## src/ddm_pkg.sv

```systemverilog
package ddm_pkg;

  localparam int INSN_W = 32;
  localparam int FLD_W = 7;
  localparam int X_LO = 14;
  localparam int Y_LO = 7;
  localparam int Z_LO = 0;
  localparam int FLD_LO [3] = '{Z_LO, Y_LO, X_LO};
  localparam int PTR_LO = 3;
  localparam int PTR_W = 4;
  localparam int IDX_W = 3;
  localparam logic [3:0] PTR_DIRECT = 4'h0;
  localparam logic [3:0] PTR_BAD = 4'hF;

  localparam int OPC_LO = 29;
  localparam logic [2:0] OPC_F1 = 3'h1;
  localparam logic [2:0] OPC_F2 = 3'h2;
  localparam logic [2:0] OPC_F3 = 3'h3;
  localparam int M_LO = 26;
  localparam logic [2:0] M_FMT4 = 3'h6;
  localparam logic [2:0] M_RSVD = 3'h7;
  localparam logic [1:0] SF_TAG = 2'h3;
  localparam int R_BIT = 25;
  localparam int F_BIT = 24;
  localparam int S_BIT = 23;
  localparam int ACCN_LO = 21;
  localparam int G_LO = 23;
  localparam logic [FLD_W-1:0] SF_X_ZERO = 7'h00;

  localparam logic [4:0] REG_MIN = 5'h01;
  localparam logic [4:0] REG_MAX = 5'h16;
  localparam logic [4:0] REG_PC = 5'h00;
  localparam int IOC_W = 21;
  localparam int DAUC_W = 5;
  localparam logic [1:0] RST_FETCH = 2'h0;

  typedef enum logic [2:0] {ACC_A0, ACC_A1, ACC_A2, ACC_A3, ACC_ZERO, ACC_ONE, ACC_FMT4, ACC_RSVD} ddm_acc_t;
  typedef enum logic [3:0] {CV_IN, CV_OUT, CV_FLOAT, CV_INT, CV_ROUND, CV_IFALT, CV_IFAEQ, CV_IFAGT,
                            CV_RSV8, CV_RSV9, CV_FLOAT24, CV_INT24, CV_TOIEEE, CV_FROMIEEE, CV_SEED,
                            CV_RSVF} ddm_conv_t;
  typedef enum logic [2:0] {DR_A0, DR_A1, DR_A2, DR_A3, DR_IBUF, DR_OBUF, DR_PDR, DR_NOWRITE} ddm_direct_t;
  typedef enum logic [1:0] {ROLE_Z, ROLE_Y, ROLE_X} ddm_role_t;
  typedef enum logic [2:0] {FMT_NONE, FMT_1, FMT_2, FMT_3, FMT_4, FMT_5} ddm_fmt_t;
  typedef enum logic [3:0] {MV_NONE, MV_LD_HIGH, MV_LD_LOW, MV_LD16, MV_LD24, MV_ST_HIGH, MV_ST_LOW,
                            MV_ST16, MV_ST24, MV_XFER32, MV_IMM_IOC, MV_IMM_DAUC, MV_BASE} ddm_kind_t;
  typedef enum logic [2:0] {SZ_NONE, SZ_8, SZ_16, SZ_24, SZ_32} ddm_size_t;

  typedef struct packed {
    logic indirect;
    logic [PTR_W-1:0] ptrSel;
    logic [IDX_W-1:0] idxSel;
    ddm_direct_t direct;
    logic illegal;
  } ddm_operand_t;

  typedef struct packed {
    logic valid;
    logic illegal;
    ddm_fmt_t fmt;
    ddm_acc_t accSel;
    ddm_conv_t conv;
    logic subtract;
    logic negProduct;
    logic bitReverse;
    logic [1:0] accOut;
    ddm_operand_t [2:0] opnd;
  } ddm_da_t;

  typedef struct packed {
    logic n;
    logic z;
    logic v;
    logic c;
  } ddm_flags_t;

  typedef struct packed {
    ddm_kind_t kind;
    logic [4:0] regSel;
    logic viaPtr;
    logic [4:0] ptrSel;
    logic postInc;
    logic idxInc;
    logic [4:0] idxSel;
    logic [31:0] data;
  } ddm_move_req_t;

  typedef struct packed {
    logic valid;
    logic illegal;
    logic regWrite;
    logic [4:0] regSel;
    logic [23:0] regData;
    logic memRead;
    logic memWrite;
    ddm_size_t size;
    logic [31:0] memData;
    logic flagsWrite;
    ddm_flags_t flags;
    logic ptrUpdate;
    logic [4:0] ptrSel;
    logic usesIdx;
    logic [4:0] idxSel;
    logic cfgWrite;
    logic cfgIsIoc;
    logic [IOC_W-1:0] cfgValue;
    logic baseIsPc;
  } ddm_move_out_t;

  function automatic logic ddmConvReserved(input ddm_conv_t cv);
    return (cv == CV_RSV8) || (cv == CV_RSV9) || (cv == CV_RSVF);
  endfunction

endpackage

```

## src/ddm_decoder.sv

```systemverilog
`timescale 1ns/1ps
// Notes on behaviour
// - operand fields sit at bits 20..14 (X), 13..7 (Y), 6..0 (Z)
// - each operand field splits into pointer bits 6..3 and index bits 2..0
// - pointer 0 means register direct, 1..14 pointers r1..r14, 15 is illegal
// - index subfield names the post-increment index register
// - accumulator select: a0..a3, constants 0.0 and 1.0, format four, reserved
// - adder sign bit: 0 adds, 1 subtracts
// - product sign bit: 0 positive, 1 negated product
// - bit-reverse flag turns on carry-reverse pointer update
// - special function: conversion selector in bits 26..23, X field all zero
// - conversion selector decode; codes 8, 9 and 15 are reserved
// - high-byte load lands in bits 15..8, low byte cleared; store keeps source
// - low-byte load lands in bits 7..0, upper bits cleared; store keeps source
// - byte stores move 8 bits and leave the flags alone
// - register loads set n and z, clear v and c; 16 or 24 bits
// - extended stores write 24 bits
// - memory operands go through pointer r1..r22, sizes 32, 24, 16 or 8 bits
// - base register is the program counter or one of r1..r22
// - immediate config loads: 21 bits for I/O word, 5 bits for arithmetic word
// - direct index: a0..a3, input buffer, output buffer, parallel data, no write
module ddm_decoder
  import ddm_pkg::*;
#(
  parameter int ADDR_W = 24
)
(
  input wire logic ref_clk,
  input wire logic rst_b,
  output logic fetchReq,
  output logic [ADDR_W-1:0] fetchAddr,
  input wire logic insnValid,
  input wire logic [INSN_W-1:0] insnWord,
  input wire logic moveValid,
  input ddm_move_req_t moveReq,
  output ddm_da_t daOut,
  output ddm_move_out_t moveOut
);

  ////////////////////////////////////////////////////////////////////////////////
  if (ADDR_W < 1 || ADDR_W > 24) begin : g_bad_addr
    $error("ADDR_W must lie between 1 and 24");
  end

  typedef enum logic [0:0] {ST_IDLE, ST_RUN} ddm_fsm_t;

  typedef struct packed {
    ddm_fsm_t fsm;
    logic [ADDR_W-1:0] pc;
    ddm_da_t da;
    ddm_move_out_t mv;
  } ddm_state_t;

  ddm_state_t s;
  ddm_state_t next_s;
  ddm_da_t daDec;
  ddm_move_out_t moveDec;
  ddm_operand_t [2:0] opndDec;
  logic accepted;
  logic [2:0] opc;
  logic [2:0] mSel;

  ////////////////////////////////////////////////////////////////////////////////
  // operand field decoders, index 0 is Z, 2 is X
  for (genvar k = 0; k < 3; k++) begin : g_opnd
    ddm_operand_dec u_opnd (
      .field(insnWord[FLD_LO[k] +: FLD_W]),
      .role(ddm_role_t'(k)),
      .opnd(opndDec[k])
    );
  end

  ddm_move_unit u_move (
    .req(moveReq),
    .res(moveDec)
  );

  assign accepted = fetchReq && insnValid;
  assign opc = insnWord[OPC_LO +: 3];
  assign mSel = insnWord[M_LO +: 3];

  ////////////////////////////////////////////////////////////////////////////////
  // instruction field decode
  always_comb begin
    daDec = '0;
    daDec.accSel = ddm_acc_t'(mSel);
    daDec.conv = ddm_conv_t'(insnWord[G_LO +: 4]);
    daDec.subtract = insnWord[F_BIT];
    daDec.negProduct = insnWord[S_BIT];
    daDec.bitReverse = insnWord[R_BIT];
    daDec.accOut = insnWord[ACCN_LO +: 2];
    daDec.opnd = opndDec;
    case (opc)
      OPC_F1: daDec.fmt = (mSel == M_FMT4) ? FMT_4 : FMT_1;
      OPC_F2: daDec.fmt = FMT_2;
      OPC_F3: daDec.fmt = (mSel[2:1] == SF_TAG) ? FMT_5 : FMT_3;
      default: daDec.fmt = FMT_NONE;
    endcase
    case (daDec.fmt)
      FMT_1, FMT_3: begin
        daDec.illegal = (mSel == M_RSVD) || (|{opndDec[0].illegal, opndDec[1].illegal, opndDec[2].illegal});
      end
      FMT_2: begin
        daDec.illegal = (mSel >= M_FMT4) || (|{opndDec[0].illegal, opndDec[1].illegal, opndDec[2].illegal});
      end
      FMT_4: begin
        daDec.illegal = |{opndDec[0].illegal, opndDec[1].illegal, opndDec[2].illegal};
      end
      FMT_5: begin
        daDec.subtract = 1'b0;
        daDec.negProduct = 1'b0;
        daDec.bitReverse = 1'b0;
        daDec.opnd[2] = '0;
        daDec.illegal = ddmConvReserved(daDec.conv)
                        || (insnWord[X_LO +: FLD_W] != SF_X_ZERO)
                        || opndDec[0].illegal || opndDec[1].illegal;
      end
      default: daDec.illegal = 1'b0;
    endcase
  end

  ////////////////////////////////////////////////////////////////////////////////
  // fetch sequencing and output registers
  always_comb begin
    next_s = s;
    next_s.da.valid = 1'b0;
    next_s.da.illegal = 1'b0;
    next_s.mv.valid = 1'b0;
    next_s.mv.illegal = 1'b0;
    case (s.fsm)
      ST_IDLE: next_s.fsm = ST_RUN;
      ST_RUN: begin
        if (accepted) begin
          next_s.pc = s.pc + 1'b1;
          if (daDec.fmt != FMT_NONE) begin
            next_s.da = daDec;
            next_s.da.valid = !daDec.illegal;
            next_s.da.illegal = daDec.illegal;
          end
        end
      end
      default: next_s.fsm = ST_IDLE;
    endcase
    if (moveValid) begin
      next_s.mv = moveDec;
      next_s.mv.valid = !moveDec.illegal;
      if (moveDec.illegal) begin
        next_s.mv.regWrite = 1'b0;
        next_s.mv.memRead = 1'b0;
        next_s.mv.memWrite = 1'b0;
        next_s.mv.flagsWrite = 1'b0;
        next_s.mv.ptrUpdate = 1'b0;
        next_s.mv.cfgWrite = 1'b0;
      end
    end
  end

  always_ff @(posedge ref_clk or negedge rst_b) begin
    if (!rst_b) begin
      s <= '0;
    end else begin
      s <= next_s;
    end
  end

  assign fetchReq = (s.fsm == ST_RUN);
  assign fetchAddr = s.pc;
  assign daOut = s.da;
  assign moveOut = s.mv;
endmodule

```

## src/ddm_operand_dec.sv

```systemverilog
`timescale 1ns/1ps
module ddm_operand_dec
  import ddm_pkg::*;
(
  input wire logic [FLD_W-1:0] field,
  input wire ddm_role_t role,
  output ddm_operand_t opnd
);

  always_comb begin
    opnd = '0;
    opnd.ptrSel = field[PTR_LO +: PTR_W];
    opnd.idxSel = field[IDX_W-1:0];
    opnd.indirect = (opnd.ptrSel != PTR_DIRECT);
    opnd.direct = ddm_direct_t'(opnd.idxSel);
    if (opnd.ptrSel == PTR_BAD) begin
      opnd.illegal = 1'b1;
    end else if (!opnd.indirect) begin
      case (opnd.direct)
        DR_A0, DR_A1, DR_A2, DR_A3, DR_IBUF: opnd.illegal = (role == ROLE_Z);
        DR_OBUF, DR_NOWRITE: opnd.illegal = (role != ROLE_Z);
        DR_PDR: opnd.illegal = (role == ROLE_X);
        default: opnd.illegal = 1'b1;
      endcase
    end
  end

endmodule

```

## src/ddm_move_unit.sv

```systemverilog
`timescale 1ns/1ps
module ddm_move_unit
  import ddm_pkg::*;
(
  input ddm_move_req_t req,
  output ddm_move_out_t res
);

  function automatic logic regOk(input logic [4:0] sel);
    return (sel >= REG_MIN) && (sel <= REG_MAX);
  endfunction

  always_comb begin
    res = '0;
    res.regSel = req.regSel;
    res.ptrSel = req.ptrSel;
    res.idxSel = req.idxSel;
    case (req.kind)
      MV_LD_HIGH: res.regData = {8'h00, req.data[7:0], 8'h00};
      MV_LD_LOW: res.regData = {16'h0000, req.data[7:0]};
      MV_LD16: res.regData = {8'h00, req.data[15:0]};
      MV_LD24: res.regData = req.data[23:0];
      MV_ST_HIGH: res.memData = {24'h000000, req.data[15:8]};
      MV_ST_LOW: res.memData = {24'h000000, req.data[7:0]};
      MV_ST16: res.memData = {16'h0000, req.data[15:0]};
      MV_ST24: res.memData = {8'h00, req.data[23:0]};
      MV_XFER32: res.memData = req.data;
      MV_IMM_IOC: res.cfgValue = req.data[IOC_W-1:0];
      MV_IMM_DAUC: res.cfgValue = {16'h0000, req.data[DAUC_W-1:0]};
      default: res.regData = '0;
    endcase
    case (req.kind)
      MV_LD_HIGH, MV_LD_LOW, MV_LD16, MV_LD24: begin
        res.regWrite = 1'b1;
        res.memRead = 1'b1;
        res.flagsWrite = 1'b1;
        res.flags.n = (req.kind == MV_LD24) ? res.regData[23] : res.regData[15];
        res.flags.z = (res.regData == 24'h000000);
        res.illegal = !regOk(req.regSel);
      end
      MV_ST_HIGH, MV_ST_LOW, MV_ST16, MV_ST24: begin
        res.memWrite = 1'b1;
        res.illegal = !regOk(req.regSel);
      end
      MV_XFER32: begin
        res.memWrite = 1'b1;
        res.memRead = 1'b1;
      end
      MV_IMM_IOC, MV_IMM_DAUC: begin
        res.cfgWrite = 1'b1;
        res.cfgIsIoc = (req.kind == MV_IMM_IOC);
      end
      MV_BASE: begin
        res.baseIsPc = (req.regSel == REG_PC);
        res.illegal = !res.baseIsPc && !regOk(req.regSel);
      end
      default: res.illegal = 1'b0;
    endcase
    case (req.kind)
      MV_LD_HIGH, MV_LD_LOW, MV_ST_HIGH, MV_ST_LOW: res.size = SZ_8;
      MV_LD16, MV_ST16: res.size = SZ_16;
      MV_LD24, MV_ST24: res.size = SZ_24;
      MV_XFER32: res.size = SZ_32;
      default: res.size = SZ_NONE;
    endcase
    if ((res.memRead || res.memWrite) && req.viaPtr) begin
      res.ptrUpdate = req.postInc || req.idxInc;
      res.usesIdx = req.idxInc;
      if (!regOk(req.ptrSel) || (req.idxInc && !regOk(req.idxSel))) begin
        res.illegal = 1'b1;
      end
    end
  end

endmodule

```

## config.mk

```make
export PLATFORM = sky130hd
export DESIGN_NAME = ddm_decoder
export DESIGN_NICKNAME = d
export VERILOG_FILES = /design/src/ddm_pkg.sv /design/src/ddm_decoder.sv /design/src/ddm_operand_dec.sv /design/src/ddm_move_unit.sv
export SDC_FILE = /design/constraint.sdc
export NUM_CORES = 1
export LEC_CHECK = 0
export BUFFER_PORTS_ARGS = -buffer_cell sky130_fd_sc_hd__buf_2
export CAP_MARGIN = 40
export CORE_MARGIN = 10
export CORE_UTILIZATION = 40
export DETAILED_ROUTE_END_ITERATION = 7
export PLACE_DENSITY = 0.78
export SLEW_MARGIN = 0
export SYNTH_ARGS = -nofsm -noshare
export SYNTH_HDL_FRONTEND = slang
export SYNTH_SLANG_ARGS = --single-unit
export TNS_END_PERCENT = 50
```

## constraint.sdc

```tcl
create_clock -name ref_clk -period 2.1 [get_ports ref_clk]
set_input_delay 0.21 -clock ref_clk [delete_from_list [all_inputs] [get_ports ref_clk]]
set_output_delay 0.21 -clock ref_clk [all_outputs]
set_load 0.05 [all_outputs]
```

After elaboration in Yosys (flattened, before gate mapping)

Memory sizes are Yosys's and may differ from the RTL's.
Index checks and enable logic that the tools add are counted.

Register bits: 180
Memories: 1
Input port bits: 90
Word-level logic and storage cells: 190
Output and inout port bits: 188
Memory bits (read-only): 48

Memories:

| name            | depth | bits a word | read ports | clocked after memory_dff | wr ports | line                | RTL |
|---|---|---|---|---|---|---|---|
| (no name shown) | 16    | 3           | 1          | 0                        | 0        | ddm_move_unit.sv:59 | `case (req.kind)` |

Eq/ne operators: 50
Muxes and demuxes: 39
Reductions and logical operators: 48
Add/subtract/negate cells: 1
Magnitude comparators: 7

Operators by type and width:

| cell                  | count |
|---|---|
| $pmux 32 s5           | 1 |
| $mux 53               | 3 |
| $mux 110              | 1 |
| $pmux 24 s4           | 1 |
| $eq 3x3->1 const B    | 16 |
| $eq 4x4->1 const B    | 11 |
| $pmux 21 s2           | 1 |
| $eq 3x2->1 const B    | 10 |
| $add 24x1->24 const B | 1 |
| $logic_not 24->1      | 1 |
| $reduce_or 5->1       | 4 |
| $mux 1                | 19 |
| $eq 4x3->1 const B    | 4 |
| $eq 3x1->1 const B    | 5 |
| $ge 5x1->1 const B    | 3 |
| $le 5x5->1 const B    | 3 |
| $mux 12               | 1 |
| $mux 3                | 4 |
| $reduce_bool 4->1     | 3 |
| $logic_or 1x1->1      | 10 |
| $logic_not 3->1       | 3 |
| $pmux 3 s3            | 1 |
| $reduce_or 3->1       | 3 |
| $eq 4x2->1 const B    | 2 |
| other kinds (17)      | 34 |

Longest topological paths before layout

Gate-level depths: netlist of run 1.

Word-level depth: 12
Gate-level depth with buffers: 9
Gate-level depth less buffers: 7

By module

From an unflattened synthesis of run 1, not the netlist that was laid out.

Cell total of the unflattened synthesis: 780
Area total of the unflattened synthesis: 8,799.7 um2

Modules (own cells, without submodules):

| module          | seq. area each (um2) | instances | area each (um2) | cells each |
|---|---|---|---|---|
| ddm_decoder     | 4,679.5              | 1         | 7,163.1         | 540 |
| ddm_move_unit   | 0.0                  | 1         | 1,216.2         | 180 |
| ddm_operand_dec | 0.0                  | 3         | 140.1           | 20 |

Worst setup path after synthesis of run 1

OpenSTA, ideal clock, no wires.

Path kind: register to register
Start point: register s, in the netlist fetchAddr[6]
End point: register s, in the netlist fetchAddr[22]
Path slack: 0.214 ns
Cell stages (with the launch flop): 6
Period minus slack after synthesis: 1.886 ns
Data required time: 1.959 ns
Arrival: 1.745 ns
Buffers on the path: 0
Library setup time: 0.141 ns
Path through: dfrtp_1 -> nand4_2 -> nor3_4 -> and4_4 -> nand4_1 -> xnor2_1

Cells in the longest elaborated chain, start to end: 1

Ends and longest elaborated chain:

| element                | line               | RTL |
|---|---|---|
| from (decl)            | ddm_decoder.sv:54  | `ddm_state_t s;` |
| from (signal assigned) | ddm_decoder.sv:162 | `s <= next_s;` |
| $add 24x1->24          | ddm_decoder.sv:134 | `next_s.pc = s.pc + 1'b1;` |

No other way between the ends.
A chain may end at the register's enable or synchronous reset.

Worst setup path after layout of run 1

Start point: register s, in the netlist fetchAddr[5]
End point: register s, in the netlist fetchAddr[21]

The elaborated chain is that of the path after synthesis.

==> impl_metrics.json, run 1 <==
{
  "synthAdderAreaFrac_pct": 0.8490,
  "worst_pin_slew_ps": 751.6,
  "netlist_top_cells_area": "dfrtp_1 59%, nand2_1 5.9%, o2bb2ai_1 5.5%",
  "cts_max_level": 4,
  "grt_overflow": 0,
  "slowest_stage": "dfrtp_1",
  "cts_setup_buffers": 0,
  "synth_compound_area_share_pct": 15.91,
  "insertion_delay_ps": 420,
  "r2r-start": "fetchAddr[5]",
  "synth-seq-cells": 175,
  "initial_core_util_pct": 40.88,
  "yosysMostFrequentCell": "dfrtp_1",
  "relSlewSlack_pct": 49.89,
  "synth_top_area_share_pct": 59.43,
  "cts_sinks": 175,
  "dr.pass1.iters": 5,
  "grt_pass1_vias": 6463,
  "end_kind": "flop",
  "nNetsFinal": 1034,
  "numPortBuffers": 275,
  "grt.busiest_layer": "met2",
  "critPathMaxFanout": 8,
  "via_per_inst": 5.322,
  "worst_ep_required_time_ps": 2450,
  "insertedDiodeCount": 0,
  "syn_avg_cell_area_sq_um": 11.28,
  "crit_chain": "nand4_2, nor3_4, and4_4, and3_4, xor2_2",
  "critPathKind": "flop to flop",
  "worstPathArrival_ps": 2030,
  "routedWlPerCell_um": 19.89,
  "slowest_delay_ps": 460,
  "dp_hpwl_um": 17780,
  "die_h_um": 155.7,
  "grt_antenna_before_repair": 2,
  "ys_seq_area_share_pct": 59.43,
  "n_fill_cell": 1576,
  "ioPinCount": 278,
  "ys_types": 58,
  "critPathLaunchType": "flop",
  "cts_resized": 0,
  "grt_util_met2_pct": 30.42,
  "synth_common_cells": "175 x dfrtp_1, 116 x nand2_1, 48 x nor2_1",
  "regToRegEndpoint": "fetchAddr[21]",
  "p_clk_share_pct": 33.1,
  "clock-root-buffer": "clkbuf_16",
  "cts_hold_buf": 20,
  "max_freq_ghz": 0.5952,
  "rr_worst_depth": 5,
  "drive_gt1_share_pct": 37.92,
  "holdPathStages": 3,
  "ys_async_sr_fraction_pct": 100.0,
  "row_count": 49,
  "yosys_warnings": 0,
  "core_area_sq_um": 18020,
  "grt_use_total_pct": 19.03,
  "antenna_left": 0,
  "swShare_pct": 38.22,
  "final_util_pct": 54.24,
  "post-route-drc-count": 0,
  "peakVddDrop_mv": 0.6608,
  "synth-simple-area-share_pct": 14.25,
  "die-width_um": 155.7,
  "internal_power_mw": 5.908,
  "crit_start": "fetchAddr[5]",
  "critPathCapture": "fetchAddr[21]",
  "path_delay_family": "simple AND/OR/NAND/NOR gates",
  "yosys.area.top_type": "dfrtp_1",
  "drv_cap": 0,
  "clkTransAtPathRegs_ps": 70,
  "synth_top_family_by_area": "compound AO/OA/AOI/OAI gates",
  "first_iter_violations": 398,
  "die_area_sq_um": 24250,
  "hold-worst-slack_ps": 8.381,
  "grt_max_degree": 61,
  "period_minus_slack_ps": 1680,
  "finalCritPeriodShare_pct": 80.01,
  "cts_tree": "built",
  "grt_setup_unrepaired": "false",
  "min-delay-path-class": "input port to flop",
  "clock_path_buffers": 2,
  "run_status": "completed",
  "synth_cells": 653,
  "synth_xor_area_share_pct": 2.836,
  "slew_viol_final": 0,
  "setup_tns_ps": 0,
  "p_leak_nw": 5.097,
  "route.vias.total": 6285,
  "grt_pass1_wl_um": 37000,
  "crit_buf_inv": 0,
  "report.final.hold_viol_count": 0,
  "fin_worst_skew_ps": 7.705,
  "place.gp.congestion": 0.8344,
  "seqPwrFrac_pct": 40.9,
  "synth-edff-count": 0,
  "syn-cell-area_sq_um": 7368,
  "muxShareOfSynthArea_pct": 2.989,
  "p_comb_share_pct": 26.1,
  "p_per_area_nw_per_um2": 978.1,
  "cp.depth": 5,
  "numCtsBuffers": 17,
  "routed_wl_um": 23490,
  "power_switching_mw": 3.655,
  "rrSetupSlack_ps": 420,
  "grt_use_met1_pct": 22.89,
  "synth_ff_type": "dfrtp_1",
  "grt_use_met3_pct": 8.189,
  "finalSetupViolations": 0,
  "syn_to_final_growth_pct": 32.69
}
-- through the flow --
stage	total power [mW]	cells	instance area, sq um	worst slack (ps)
after floorplan	5.700	654	7372	213.8
after global placement	6.407	1128	8964	259.6
after detailed placement	6.443	1128	8964	184.5
after CTS	9.654	1180	9767	401.0
after global routing	9.974	1181	9777	309.1
final	9.563	1181	9777	419.8
-- cell families after synthesis --
kind of cell / after synthesis
adders and majority gates: 5
other: 2
AOI/OAI and AO/OA: 146
DFF: 175
buffers and inverters: 55
xor gates and xnor gates: 23
and+or+nand+nor: 227
muxes: 20
-- worst min-delay path, cell delays in order --
cell and delay (ps):
buf_2 100, nand2_1 50, nand2_1 50
-- registers in the layout (all words and copies together), names as in the netlist --
signal and flops:
fetchReq 1, fetchAddr 24, daOut 43, moveOut 107
-- power groups by stage --
stage / Combinational (mW) / Clock (mW) / Sequential (mW)
2_1_floorplan: 0.664 / 0 / 5.04
5_1_grt: 2.64 / 3.39 / 3.95
4_1_cts: 2.51 / 3.24 / 3.90
3_3_place_gp: 2.46 / 0 / 3.95
3_5_place_dp: 2.49 / 0 / 3.95
6_report: 2.49 / 3.16 / 3.91
-- metal layers --
layer | share of wire, % | routed length, um | vias up
li1 | - | - | 2900
met2 | 47 | 11150 | 306
met1 | 40 | 9347 | 3052
met3 | 11 | 2605 | 27
met4 | 1.7 | 390 | 0
met5 | 0 | 0 | -
-- how the worst min path moves through the flow --
| stage | startpoint | endpoint | slack [ps] |
|---|---|---|---|
| 6_report | insnWord[9] | daOut[15] | 8 |
| 5_1_grt | insnWord[9] | daOut[15] | 20 |
| 4_1_cts | insnWord[10] | daOut[19] | 0.6 |
| 3_5_place_dp | rst_b | moveOut[54] | 240 |
| 3_3_place_gp | rst_b | fetchAddr[23] | 240 |
| 2_1_floorplan | rst_b | daOut[0] | -90 |
-- placed cells by master, fill, tap and decap left out, types with 16 or more instances in the layout --
cell,Yosys,layout
o2bb2ai_1,46,46
dlygate4sd3_1,0,21
buf_2,4,274
dfrtp_1,175,175
a22o_1,33,33
xnor2_1,17,17
nand2_1,116,116
clkbuf_16,0,17
buf_4,15,16
nor2_1,48,48
mux2_2,16,16
-- layout make-up --
| class | instances | area (sq um) | area share [%] |
|---|---|---|---|
| multi-input cells | 424 | 2729 | 27.91 |
| inverters | 7 | 26.28 | 0.2687 |
| clock buffers | 18 | 439.2 | 4.492 |
| clock inverters | 14 | 163.9 | 1.676 |
| well taps | 229 | 286.5 | 2.931 |
| repair buffers | 314 | 1753 | 17.93 |
| flip-flops and latches | 175 | 4379 | 44.79 |
No activity file was read; power rests on OpenSTA's default activity.
==> run 2, diff against run 1 <==
--- a/config.mk
+++ b/config.mk
@@ -10,7 +10,7 @@
 export CORE_MARGIN = 10
 export CORE_UTILIZATION = 40
 export DETAILED_ROUTE_END_ITERATION = 7
-export PLACE_DENSITY = 0.78
+export PLACE_DENSITY = 0.81
 export SLEW_MARGIN = 0
 export SYNTH_ARGS = -nofsm -noshare
 export SYNTH_HDL_FRONTEND = slang
==> constraint.sdc (replaced) <==
create_clock -name ref_clk -period 1.4 [get_ports ref_clk]
set_input_delay 0.14 -clock ref_clk [delete_from_list [all_inputs] [get_ports ref_clk]]
set_output_delay 0.14 -clock ref_clk [all_outputs]
set_load 0.05 [all_outputs]
==> impl_metrics.json, run 2 (synthesis gave the netlist of run 1 again) <==
{
  "crit_buf_inv": 1,
  "slew_viol_final": 0,
  "final_cell_mix": "272 x buf_2, 159 x dfrtp_1, 113 x nand2_1",
  "p_leak_nw": 5.492,
  "worstPathArrival_ps": 1700,
  "critPathKind": "flop to flop",
  "grt_pass1_vias": 7037,
  "finalSetupViolations": 0,
  "violations": "design-rule violations",
  "grt_use_met1_pct": 23.15,
  "end_kind": "flop",
  "critPathLaunchType": "flop",
  "numCtsBuffers": 17,
  "ioPinCount": 278,
  "initial_core_util_pct": 40.88,
  "routed_wl_um": 24250,
  "routedWlPerCell_um": 19.22,
  "post-route-drc-count": 4,
  "crit_path_frequent_cell": "nand4_1",
  "place.gp.congestion": 0.8542,
  "max_freq_ghz": 0.7175,
  "grt_antenna_before_repair": 2,
  "grt_use_met3_pct": 5.983,
  "row_count": 49,
  "fin_ws_ps": 6.347,
  "slowest_stage": "dfrtp_2",
  "grt_use_total_pct": 19.45,
  "grt.busiest_layer": "met2",
  "dp_hpwl_um": 17570,
  "min-delay-path-class": "input port to flop",
  "fin_worst_skew_ps": 9.110,
  "place_ws_ps": -292.6,
  "dr.pass1.iters": 8,
  "clock-root-buffer": "clkbuf_16",
  "cts_sinks": 175,
  "finalCritPeriodShare_pct": 99.55,
  "path_delay_family": "simple AND/OR/NAND/NOR gates",
  "grt_max_degree": 66,
  "die_area_sq_um": 24250,
  "cts_max_level": 4,
  "syn_to_final_growth_pct": 44.93,
  "antenna_left": 0,
  "numPortBuffers": 275,
  "grt_util_met2_pct": 31.96,
  "grt_pass1_wl_um": 38090,
  "dp.cells": 1172,
  "largest_register_ffs": 107,
  "clock_path_buffers": 2,
  "relSlewSlack_pct": 54.57,
  "crit_chain": "ha_2, nand4_1, nor2_4, buf_12, nand4_1, xnor2_1",
  "drv_cap": 0,
  "worst_ep_required_time_ps": 1710,
  "grt_setup_unrepaired": "true",
  "route.vias.total": 6761,
  "clkTransAtPathRegs_ps": 70,
  "critPathMaxFanout": 7,
  "period_minus_slack_ps": 1394,
  "report.final.hold_viol_count": 0,
  "worst_pin_slew_ps": 681.5,
  "drive_gt1_share_pct": 42.77,
  "via_per_inst": 5.357,
  "die_h_um": 155.7,
  "insertion_delay_ps": 430,
  "stdcell_count": 1262,
  "run_status": "finished with violations",
  "cts_tree": "built",
  "layout_commonest_cell": "buf_2",
  "nNetsFinal": 1113,
  "grt_overflow": 0,
  "die-width_um": 155.7,
  "p_per_area_nw_per_um2": 1375,
  "core_area_sq_um": 18020,
  "peakVddDrop_mv": 0.7898,
  "first_iter_violations": 611,
  "slowest_delay_ps": 370
}
==> run 2: what timing repair did <==
item                                    in CTS  in global routing
endpoints found under the hold margin      237                  0
gates resized for setup                      2                 10
cloned                                       0                  0
setup buffers                                0                  3
endpoints found under the setup margin       2                 26
hold buffers                                54                  0
pin swaps                                    1                  7
==> run 2: routing by layer <==
| layer | share of wire (%) | wire (um) |
|---|---|---|
| met4 | 3.3 | 812 |
| met3 | 9.1 | 2200 |
| met5 | 0 | 0 |
| met2 | 50 | 12180 |
| met1 | 37 | 9055 |
==> run 2: path summary, 6_finish.rpt <==
path / start / cells after the start / slack [ps] / endpoint
hold / removal: moveReq[23] / 3 / 20 / moveOut[101]
min in group asynchronous: rst_b / 3 / 270 / moveOut[82]
setup / recovery: fetchAddr[0] / 6 / 6 / fetchAddr[22]
setup reg to reg: fetchAddr[0] / 6 / 6 / fetchAddr[22]
hold reg to reg: fetchAddr[23] / 1 / 460 / fetchAddr[23]
max in group asynchronous: rst_b / 3 / 770 / fetchAddr[3]
==> run 2: tightest hold or removal path: stages <==
cell       delay [ps]
buf_2             130
nand2_1            80
o2bb2ai_1          60
==> run 2: layout make-up <==
cell class | count | area [sq um]
diodes | 2 | 5.005
clock buffers | 17 | 425.4
multi-input cells | 424 | 2845
flip-flops and latches | 175 | 4399
fillers | 1440 | 7346
clock inverters | 15 | 167.7
well taps | 229 | 286.5
repair buffers | 393 | 2524
inverters | 7 | 26.28
==> run 2: report_power, final <==
group | internal, mW | switching, mW | leakage [nW]
Clock | 2.55 | 2.21 | 0.286
Sequential | 5.53 | 0.320 | 2.27
Combinational | 1.10 | 2.97 | 2.94
==> run 2: per-stage QoR <==
step	util (%)	setup TNS (ps)	cell area, sq um	total power, mW	hold slack, ps
4_1_cts	58.84	0	10610	14.76	1.152
2_1_floorplan	-	-2918	7471	8.605	-155.6
3_5_place_dp	52.51	-8539	9464	9.874	167.2
5_1_grt	59.25	-942.9	10680	15.28	14.21
6_report	59.25	0	10680	14.68	16.08
3_3_place_gp	52.51	-6579	9464	9.803	160.4
==> run 3, diff against run 2 <==
--- a/config.mk
+++ b/config.mk
@@ -5,12 +5,13 @@
 export SDC_FILE = /design/constraint.sdc
 export NUM_CORES = 1
 export LEC_CHECK = 0
+export ABC_AREA = 1
 export BUFFER_PORTS_ARGS = -buffer_cell sky130_fd_sc_hd__buf_2
 export CAP_MARGIN = 40
 export CORE_MARGIN = 10
 export CORE_UTILIZATION = 40
 export DETAILED_ROUTE_END_ITERATION = 7
-export PLACE_DENSITY = 0.81
+export PLACE_DENSITY = 0.8
 export SLEW_MARGIN = 0
 export SYNTH_ARGS = -nofsm -noshare
 export SYNTH_HDL_FRONTEND = slang
==> impl_metrics.json, run 3 <==
{
  "grt_setup_unrepaired": "true",
  "route.vias.total": 7503,
  "grt_max_degree": 58,
  "yosysMostFrequentCell": "nand2_1",
  "p_leak_nw": 6.080,
  "stdcell_count": 1541,
  "clock_path_buffers": 2,
  "synth_cells": 908,
  "max_freq_ghz": 0.6546,
  "core_area_sq_um": 18890,
  "dp_hpwl_um": 19120,
  "grt.busiest_layer": "met2",
  "largest_register_ffs": 107,
  "crit_start": "fetchAddr[1]",
  "routed_wl_um": 25780,
  "row_count": 50,
  "path_delay_family": "simple AND/OR/NAND/NOR gates",
  "routedWlPerCell_um": 16.73,
  "layout_commonest_cell": "nand2_1",
  "finalSetupViolations": 15,
  "seqPwrFrac_pct": 40.1,
  "initial_core_util_pct": 41.19,
  "crit_buf_inv": 1,
  "slowest_stage": "dfrtp_2",
  "end_kind": "flop",
  "dr.pass1.iters": 6,
  "slowest_delay_ps": 400,
  "via_per_inst": 4.869,
  "die_h_um": 159.5,
  "place.gp.congestion": 0.8711,
  "multiInputGateArea_sq_um": 3075,
  "grt_antenna_before_repair": 2,
  "syn_to_final_growth_pct": 41.98,
  "die-width_um": 159.5,
  "critPathMaxFanout": 3,
  "final_cell_mix": "336 x nand2_1, 273 x buf_2, 169 x dfrtp_1",
  "synth_common_cells": "342 x nand2_1, 175 x dfrtp_1, 79 x o21ai_0",
  "cts_sinks": 175,
  "clkTransAtPathRegs_ps": 60,
  "hold-worst-slack_ps": 14.45,
  "synth-seq-cells": 175,
  "drive_gt1_share_pct": 32.84,
  "violations": "negative setup slack",
  "min_from": "moveReq[9]",
  "grt_util_met2_pct": 33.31,
  "cts_tree": "built",
  "yosys.area.top_type": "dfrtp_1",
  "fin_ws_ps": -127.6,
  "critPathKind": "flop to flop",
  "ioPinCount": 278,
  "synth-edff-count": 0,
  "grt_use_met3_pct": 5.396,
  "fin_worst_skew_ps": 9.763,
  "synth_top_area_share_pct": 56.27,
  "nNetsFinal": 1361,
  "ys_async_sr_fraction_pct": 100.0,
  "p_comb_share_pct": 28.2,
  "post-route-drc-count": 0,
  "period_minus_slack_ps": 1528,
  "worstPathArrival_ps": 1830,
  "first_iter_violations": 694,
  "yosys_warnings": 0,
  "ys_types": 40,
  "clock-root-buffer": "clkbuf_16",
  "crit_chain": "ha_4, nand3_4, nor2_4, nand3_4, nor2_4, nand3_2, buf_4, xnor2_1",
  "grt_pass1_vias": 7518,
  "grt_use_met1_pct": 23.37,
  "dp.cells": 1449,
  "drv_cap": 0,
  "r2r-start": "fetchAddr[1]",
  "worst_ep_required_time_ps": 1700,
  "critPathLaunchType": "flop",
  "antenna_left": 0,
  "insertion_delay_ps": 420,
  "netlist_top_cells_area": "dfrtp_1 56%, nand2_1 16%, o21ai_0 5.1%",
  "regArea_sq_um": 4387,
  "cts_max_level": 4,
  "synth_ff_type": "dfrtp_1",
  "run_status": "finished with violations",
  "min-delay-path-class": "input port to flop",
  "finalCritPeriodShare_pct": 109.1,
  "syn_avg_cell_area_sq_um": 8.571,
  "grt_overflow": 0,
  "peakVddDrop_mv": 0.8015,
  "slew_viol_final": 0,
  "die_area_sq_um": 25440,
  "swShare_pct": 36.73,
  "p_per_area_nw_per_um2": 1326,
  "p_clk_share_pct": 31.8,
  "numCtsBuffers": 17,
  "report.final.hold_viol_count": 0,
  "internal_power_mw": 9.273,
  "ys_seq_area_share_pct": 56.27,
  "n_fill_cell": 1627,
  "numPortBuffers": 275,
  "grt_use_total_pct": 19.73,
  "syn-cell-area_sq_um": 7782,
  "grt_pass1_wl_um": 40880,
  "power_switching_mw": 5.382
}
-- run 3: changes by cell type after synthesis, moves of 15 or more --
cell	previous run	this run
mux2_2	16	0
nand3_1	9	36
o21ai_0	14	79
a221oi_1	15	0
inv_1	7	60
o2bb2ai_1	46	0
a22o_1	33	0
nand2_1	116	342
-- run 3: what timing repair did --
action | in CTS | in global routing
pin swaps | 4 | 18
cloned | 0 | 0
gates resized for setup | 10 | 25
setup buffers | 3 | 3
hold endpoints to repair | 163 | 0
hold buffers | 52 | 0
endpoints found under the setup margin | 6 | 42
-- run 3: worst register-to-register path: cells and delay by family (launching register included) --
| family | cells | cell delay, ps |
|---|---|---|
| flip-flops | 1 | 400 |
| AND/OR/NAND/NOR | 5 | 590 |
| adder cells (fa/ha/maj) | 1 | 160 |
| XOR/XNOR | 1 | 110 |
| buffers and inverters | 1 | 160 |
-- run 3: cells by family (layout without fill, tap and decap cells) --
logic type / Yosys count / count (layout) / synth area share [%]
buffers and inverters: 108 / 478 / 5.981
adder cells (fa/ha/maj): 5 / 5 / 0.8039
AO/OA/AOI/OAI: 118 / 118 / 8.569
AND/OR/NAND/NOR: 479 / 479 / 25.90
other: 2 / 5 / 0.09650
multiplexers: 1 / 1 / 0.1286
XOR/XNOR: 20 / 20 / 2.251
flip-flops: 175 / 175 / 56.27
-- run 3: power by group through the flow --
stage	clock, mW	combinational [mW]	sequential [mW]
4_1_cts	4.77	4.06	5.84
3_3_place_gp	0	3.81	5.92
5_1_grt	4.97	4.39	5.93
6_report	4.65	4.13	5.87
3_5_place_dp	0	3.86	5.93
2_1_floorplan	0	1.06	7.51
-- run 3: per-layer routing --
metal / wire [um] / vias up / part of all wire [%]
li1: - / 3606 / -
met2: 13060 / 279 / 51
met1: 10420 / 3579 / 40
met5: 0 / - / 0
met4: 600 / 0 / 2.3
met3: 1705 / 39 / 6.6
-- run 3: per-stage QoR --
step	setup WS (ps)	TNS (ps)	util, %	total power, mW	instance area (sq um)
floorplan	-248.8	-3231	-	8.572	7826
global placement	-78.56	-164.9	51.67	9.727	9762
detailed placement	-163.7	-1787	51.67	9.790	9762
CTS	-60.21	-255.2	57.85	14.67	10930
global route	-207.3	-2219	58.47	15.28	11050
finish	-127.6	-941.4	58.48	14.66	11050
-- run 3: worst paths after layout --
kind / end / slack, ps / cells after the start
worst max-delay path: fetchAddr[18] / -130 / 8
worst min-delay path: moveOut[10] / 10 / 3
worst max register to register: fetchAddr[18] / -130 / 8
worst min register to register: moveOut[30] / 470 / 2
max in group asynchronous: fetchAddr[21] / 620 / 3
min in group asynchronous: moveOut[49] / 200 / 2
-- run 3: cell type report --
cell class              instances  area share, %
repair buffers                380          21.93
multi-input cells             626          27.83
inverters                      66          2.242
clock inverters                10         0.9172
well taps                     260          2.944
flip-flops and latches        175          39.70
diodes                          2        0.04530
clock buffers                  22          4.382
